`config.mk`:
```
export PLATFORM = sky130hd
export DESIGN_NAME = acoc_top
export DESIGN_NICKNAME = d
export VERILOG_FILES = /design/src/verilog/acoc_pkg.sv /design/src/verilog/acoc_sense_if.sv /design/src/verilog/acoc_top.sv /design/src/verilog/acoc_sense.sv
export SDC_FILE = /design/constraint.sdc
export NUM_CORES = 1
export LEC_CHECK = 0
export BUFFER_PORTS_ARGS = -buffer_cell sky130_fd_sc_hd__buf_2
export CORE_ASPECT_RATIO = 1.1
export CORE_MARGIN = 2
export CORE_UTILIZATION = 35
export CTS_CLUSTER_SIZE = 28
export DETAILED_ROUTE_END_ITERATION = 12
export GPL_ROUTABILITY_DRIVEN = 1
export PLACE_DENSITY = 0.65
export SYNTH_ARGS = -nofsm -noshare
export SYNTH_HDL_FRONTEND = slang
export SYNTH_SLANG_ARGS = --single-unit
```
`constraint.sdc`:
```
create_clock -name i_core_clk -period 5.5 [get_ports i_core_clk]
set_input_delay 0.275 -clock i_core_clk [delete_from_list [all_inputs] [get_ports i_core_clk]]
set_output_delay 0.275 -clock i_core_clk [all_outputs]
set_load 0.05 [all_outputs]
```
`src/verilog/acoc_pkg.sv`:
```
package acoc_pkg;
  // Register byte offsets (word aligned)
  localparam logic [3:0] ACOC_OFF_CTRL = 4'h0;
  localparam logic [3:0] ACOC_OFF_STAT = 4'h4;
  localparam logic [3:0] ACOC_OFF_IEN = 4'h8;
  localparam logic [3:0] ACOC_OFF_ICLR = 4'hC;
  // Control field positions
  localparam int ACOC_B_INV = 1;
  localparam int ACOC_B_IRQ_MODE_LO = 2;
  localparam int ACOC_B_ISLV = 4;
  localparam int ACOC_B_TRIG_MODE_LO = 5;
  localparam int ACOC_B_TSLV = 7;
  localparam int ACOC_B_ADC_EN = 11;
  // Writable control bits: 11, 7:1; bit 0 and the rest stay zero
  localparam logic [31:0] ACOC_CTRL_MASK = 32'h0000_08FE;
  localparam logic [31:0] ACOC_CTRL_RST = 32'h0000_0000;
  // Status: bit0 interrupt event, bit1 adc event, bit2 live conditioned output
  localparam int ACOC_ST_IRQ = 0;
  localparam int ACOC_ST_ADC = 1;
  localparam int ACOC_ST_OUT = 2;
  typedef enum logic [1:0] {
    ACOC_SENSE_LEVEL = 2'b00,
    ACOC_SENSE_FALL = 2'b01,
    ACOC_SENSE_RISE = 2'b10,
    ACOC_SENSE_BOTH = 2'b11
  } acoc_sense_t;
endpackage

```
`src/verilog/acoc_sense_if.sv`:
```
`timescale 1ns/1ps
interface acoc_sense_if;
  logic level;
  logic rise;
  logic fall;
  logic [1:0] mode;
  logic polarity;
  logic hit;
  modport src (output level, output rise, output fall, output mode, output polarity,
    input hit);
  modport det (input level, input rise, input fall, input mode, input polarity,
    output hit);
endinterface

```
`src/verilog/acoc_top.sv`:
```
// Implementation choices: the Avalon-MM slave port and the register addresses.
`timescale 1ns/1ps
// Function
// - Trigger sense field picks level, falling, rising or either edge for the ADC event.
// - In level mode the interrupt asks while output equals the interrupt level bit.
// - Interrupt sense field picks level, falling, rising or either edge.
// - Invert bit flips the comparator output before all sensing.
// - Control bit 0 reads zero and every field resets to zero.
// - In level mode the ADC event stands while output equals the trigger level bit.
// - The ADC event leaves only when the event enable bit is set.
module acoc_top
  import acoc_pkg::*;
(
  input wire logic i_core_clk, // 250 MHz clock
  input wire logic i_reset, // Async reset, high
  input wire logic i_cmp_out, // Raw comparator output
  input wire logic [3:0] i_address, // Avalon byte address
  input wire logic i_read, // Avalon read
  input wire logic i_write, // Avalon write
  input wire logic [31:0] i_writedata, // Avalon write data
  input wire logic [3:0] i_byteenable, // Avalon byte enables
  output logic [31:0] o_readdata, // Avalon read data
  output logic o_waitrequest, // Avalon wait
  output logic o_irq, // Level interrupt
  output logic o_adc_event // Event to ADC trigger
);
  typedef struct packed {
    logic sync1;
    logic sync2;
    logic out;
    logic [31:0] ctrl;
    logic [1:0] stat;
    logic [1:0] ien;
    logic ack;
    logic wreq;
    logic [31:0] rdata;
    logic irq;
    logic adc;
  } acoc_state_t;

  acoc_state_t q, d;
  logic [31:0] be_mask;
  logic cond;
  logic irq_hit;
  logic adc_hit;

  acoc_sense_if irq_if ();
  acoc_sense_if adc_if ();

  // Condition the synchronised output; edges use last cycle's value
  assign cond = q.sync2 ^ q.ctrl[ACOC_B_INV];
  assign irq_if.level = cond;
  assign irq_if.rise = cond & ~q.out;
  assign irq_if.fall = ~cond & q.out;
  assign irq_if.mode = q.ctrl[ACOC_B_IRQ_MODE_LO +: 2];
  assign irq_if.polarity = q.ctrl[ACOC_B_ISLV];
  assign adc_if.level = cond;
  assign adc_if.rise = cond & ~q.out;
  assign adc_if.fall = ~cond & q.out;
  assign adc_if.mode = q.ctrl[ACOC_B_TRIG_MODE_LO +: 2];
  assign adc_if.polarity = q.ctrl[ACOC_B_TSLV];
  assign irq_hit = irq_if.hit;
  assign adc_hit = adc_if.hit;

  acoc_sense u_irq_sense (.s(irq_if));
  acoc_sense u_adc_sense (.s(adc_if));

  // Byte lane mask from the enables
  always_comb begin
    for (int i = 0; i < 4; i++) begin
      be_mask[i*8 +: 8] = {8{i_byteenable[i]}};
    end
  end

  // Next state: one-cycle wait then ack per access
  always_comb begin
    d = q;
    d.sync1 = i_cmp_out;
    d.sync2 = q.sync1;
    d.out = cond;
    d.ack = 1'b0;
    d.adc = adc_hit & q.ctrl[ACOC_B_ADC_EN];
    if ((i_read || i_write) && !q.ack) begin
      d.ack = 1'b1;
      if (i_write) begin
        if (i_address == ACOC_OFF_CTRL) begin
          d.ctrl = ((q.ctrl & ~be_mask) | (i_writedata & be_mask)) & ACOC_CTRL_MASK;
        end else if (i_address == ACOC_OFF_IEN) begin
          d.ien = (q.ien & ~be_mask[1:0]) | (i_writedata[1:0] & be_mask[1:0]);
        end else if (i_address == ACOC_OFF_ICLR) begin
          d.stat = q.stat & ~(i_writedata[1:0] & be_mask[1:0]);
        end
      end else begin
        if (i_address == ACOC_OFF_CTRL) begin
          d.rdata = q.ctrl;
        end else if (i_address == ACOC_OFF_STAT) begin
          d.rdata = {29'h0000_0000, cond, q.stat};
        end else if (i_address == ACOC_OFF_IEN) begin
          d.rdata = {30'h0000_0000, q.ien};
        end else begin
          d.rdata = 32'h0000_0000;
        end
      end
    end
    // Set wins over a same-cycle clear
    if (irq_hit) begin
      d.stat[ACOC_ST_IRQ] = 1'b1;
    end
    if (adc_hit) begin
      d.stat[ACOC_ST_ADC] = 1'b1;
    end
    d.irq = |(d.stat & d.ien);
    d.wreq = ~d.ack; // Kept as a flop so the pin needs no inverter
  end

  // State register
  always_ff @(posedge i_core_clk or posedge i_reset) begin
    if (i_reset) begin
      q <= '0;
      q.ctrl <= ACOC_CTRL_RST;
      q.wreq <= 1'b1; // Hold off the bus while in reset
    end else begin
      q <= d;
    end
  end

  assign o_readdata = q.rdata;
  assign o_waitrequest = q.wreq;
  assign o_irq = q.irq;
  assign o_adc_event = q.adc;
endmodule

```
`src/verilog/acoc_sense.sv`:
```
`timescale 1ns/1ps
module acoc_sense
  import acoc_pkg::*;
(
  acoc_sense_if.det s // One sense path
);
  // Pick the selected condition
  always_comb begin
    case (acoc_sense_t'(s.mode))
      ACOC_SENSE_LEVEL: s.hit = (s.level == s.polarity);
      ACOC_SENSE_FALL: s.hit = s.fall;
      ACOC_SENSE_RISE: s.hit = s.rise;
      default: s.hit = s.rise | s.fall;
    endcase
  end
endmodule

```
Word level (Yosys, flattened, before mapping) --
Cells that the tools add are included.
Word-level totals: register bits 51, logic and storage cells 62
Operators by class: equal/unequal tests 9, multiplexer cells 13, bitwise logic cells 20, reductions and logical operators 9
Operators by type and width (count):
- AND 12 bit | 2
- 2-to-1 mux 12 bit | 1
- NOT 12 bit | 1
- OR 12 bit | 1
- AND 2 bit | 4
- equality test 4 bit (second input constant) | 2
- 2-to-1 mux 2 bit | 4
- 2-to-1 mux 4 bit | 2
- case mux 1 bit (3 select lines) | 2
- 2-to-1 mux 5 bit | 1
- equality test 2 x 1 -> 1 bit (second input constant) | 2
- equality test 2 bit (second input constant) | 2
- equality test 4 x 3 -> 1 bit (second input constant) | 1
- zero test 2 bit | 2
- zero test 4 bit | 1
- NOT 1 bit | 4
- NOT 2 bit | 2
- AND 1 bit | 3
- 2-to-1 mux 3 bit | 1
- AND reduction 3 bit | 1
- equality test 1 bit | 2
- 2-to-1 mux 1 bit | 2
- OR 2 bit | 1
- AND reduction 2 bit | 1
- 6 further kinds | 6

Logic depth before layout (Yosys ltp) --
word-level depth 11, depth in mapped cells 5

Cells and area by module --
Synthesis repeated with hierarchy kept, for this count alone.
Unflattened totals: cell total of the unflattened synthesis 135, area total of the unflattened synthesis 1455.1 um^2
By module, submodules not included:
- acoc_top | instances 1, cells each 129, area an instance 1397.6 um^2, seq. area each 701.9 um^2
- acoc_sense | instances 2, cells each 3, area an instance 28.8 um^2, seq. area each 0.0 um^2

Worst setup path after synthesis --
Ideal clock, no wire load.
path kind reg-to-reg, from register q[35] (netlist name), to register q, in the netlist o_irq, arrival time 1.621 ns, slack 3.758 ns, stages on the path, launching flop included 5, buffers on the path 0, path through dfrtp_1 or4b_4 nor2_1 mux2_2 a22o_1
RTL lines:
- start: declaration | line acoc_top.sv:41 | acoc_state_t q, d;

==> results.md <==
- Outcome: finished, final reports clean
- First-pass GRT wire length: 3.81 mm
- Fillers: 433
- Met1 wire length: 1.01 mm
- Post-route setup slack: 3.66 ns
- CP Capture Type: flop
- Final instance area: 1600 um^2
- Fraction of layout cells with a size suffix above 1: 31.9%
- Antenna violations before repair: 0
- CP required: 5.67 ns
- Placed Area: around 1500 um^2
- Max Freq: 0.545 GHz
- Final Hold Viols: 0
- Fin Clk Skew: ~0.0050 ns
- Area leader, netlist: dfrtp_1
- Netlist Area Pre-Place: 1480 um^2
- Post-synthesis sequential area ratio: around 47%
- Post-detail-place hpwl: 1.87 mm
- Post-route ant nets: 0
- Total GRT Usage: 10.5%
- R2R depth: 4
- Core area: 4020 um^2
- WL final: 2.34 mm
- CTS Root Cell: clkbuf_8
- Area Overhead vs Synth: 8.04%
- CTS H-tree depth: 1
- Fraction of the cycle the final worst path needs: 33.4%
- 1st-pass router iterations: 3
- Hold Path Depth: 1
- Die Span Y: slightly above 70 um
- Setup TNS: 0 ns
- Top-area cell type share of the netlist area: 45.7%
- Fin. max-slew vios: 0
- Wirelength per Cell: 11.0 um
- Top Layer Used: met4
- CP max FO: 4
- Clock Sinks: 28
- Avg Vias per Cell: 4.29
- Starting DRT DRC Count: 13
- Library cells used by synthesis: 34
- PostCTS Resize Cnt: 0
- Synth Flop Type: dfrtp_1
- Largest net degree at the start of global routing: 29
- Inserted Clock Buffers: 3
- TritonCTS clock tree: done
- Hold Path Class: in2reg
- Setup CP Type: reg2reg
- Power Total: 0.000535 W
- Overflow after GRT: 0
- Yosys reg bits: 28
- Number of global-route vias before repair: ~860
- Met2 routed WL: approximately 1.2 mm
- Commonest non-fill, non-tap cell in the layout: buf_2
- # rows: 24
- Pwr dens: 335 nW/um^2
- Post-CTS setup buffers: 0
- Synth Instances: 137
- Clock buffer depth: 2
- WL met3: around 140 um
- Relative slew slack: between 30% and 40%
- Worst-path clk slew: 0.10 ns
- Ys async rst share: 100%
- Post-synth EDFFs: 0
- Port bufs: 31
- Crit path time final: 1.84 ns
- # diodes: 0
- Leak: 0.818 nW
- Worst Tran Pin Value: 1.03 ns
- Initial core utilization: 36.8%
- Fin Hold WS: 0.0912 ns
- Fin nets: 206
- Synth warn: 0
- Clk Latency, worst-skew pair: 0.28 ns
- DRC: 0
- Commonest cells after routing, fill and taps aside: buf_2 (31), dfrtp_1 (27), conb_1 (23)
- Gpl congestion: 0.774
- Area contributors post-synth: dfrtp_1 (46%), buf_4 (16%), mux2_4 (7.1%)
- CP Launch Type: flop
- Final setup fails: 0
- I/O pins: 80
- Vias: 910
- Setup WS pre-CTS: 3.67 ns
- Syn Area/Cell: 10.8 um^2
- Worst IR Drop VDD: 0.0872 mV
- Hold Buf Count CTS: 0
- Die area: around 4800 um^2
- Max cap viols: 0
- RSZ-0062 raised after global routing: no
- Die W: 66.0 um
- Arrival @ worst endpoint: 2.01 ns
[critical path, cell delays in order, from the launching register on]
cell     delay, ns
dfrtp_1       0.42
or4b_4        0.56
nor2_1        0.18
mux2_2        0.36
a22o_1        0.21
[Yosys cell counts, types with 2 or more instances]
master     n
nand3b_1   2
dfrtp_1   27
xnor2_1    2
nand2_1   18
inv_1      4
a22o_1     4
mux2_4     7
nor2_1     6
nand4_1    2
mux2_2     2
o21ai_0    9
buf_4     32
[power by group]
group	internal (W)	leakage (nW)	switching (W)	total (W)
sequential	0.000228	0.358	0.0000165	0.000245
clock	0.0000976	0.0357	0.0000656	0.000163
combinational	0.0000386	0.424	0.0000884	0.000127
total	0.000364	0.818	0.000170	0.000535
[logic make-up after synthesis]
group	Yosys count	share of synthesized area, %
AOI/OAI and AO/OA	19	8.63
xor gates and xnor gates	2	1.18
buffers and inverters	38	18.3
DFF	28	47.5
muxes	11	10.1
other	1	0.254
and+or+nand+nor	38	14.1
[per-stage QoR]
stage	util (%)	std cells
CTS	39.7	212
detailed placement	37.9	208
global route	39.7	212
floorplan	-	159
finish	39.7	212
global placement	37.9	208
[final timing paths]
check	endpoint	slack, ns	from
min	d[73]	0.09	i_cmp_out
min in group asynchronous	q[73]	0.23	i_reset
min reg2reg	q[73]	0.36	d[73]
max in group asynchronous	o_readdata[7]	4.65	i_reset
max	o_irq	3.66	q[35]
max reg2reg	o_irq	3.66	q[35]
[routing by layer]
metal / GRT usage [%] / vias to the layer above
li1: - / 460
met1: 12.8 / 420
met2: 17.5 / 27
met3: 2.02 / 3
met4: 5.44 / 0
met5: 0 / -
[cell type report]
class / count / area (um^2) / share of cell area (%)
inverter: 4 / 15.0 / 0.940
timing repair buffer: 31 / 155 / 9.71
tap: 52 / 65.1 / 4.07
clock inverter: 1 / 30.0 / 1.88
clock buffer: 3 / 41.3 / 2.58
sequential: 28 / 702 / 43.9
multi-input combinational: 93 / 589 / 36.9
No activity file was read; power rests on OpenSTA's default activity.
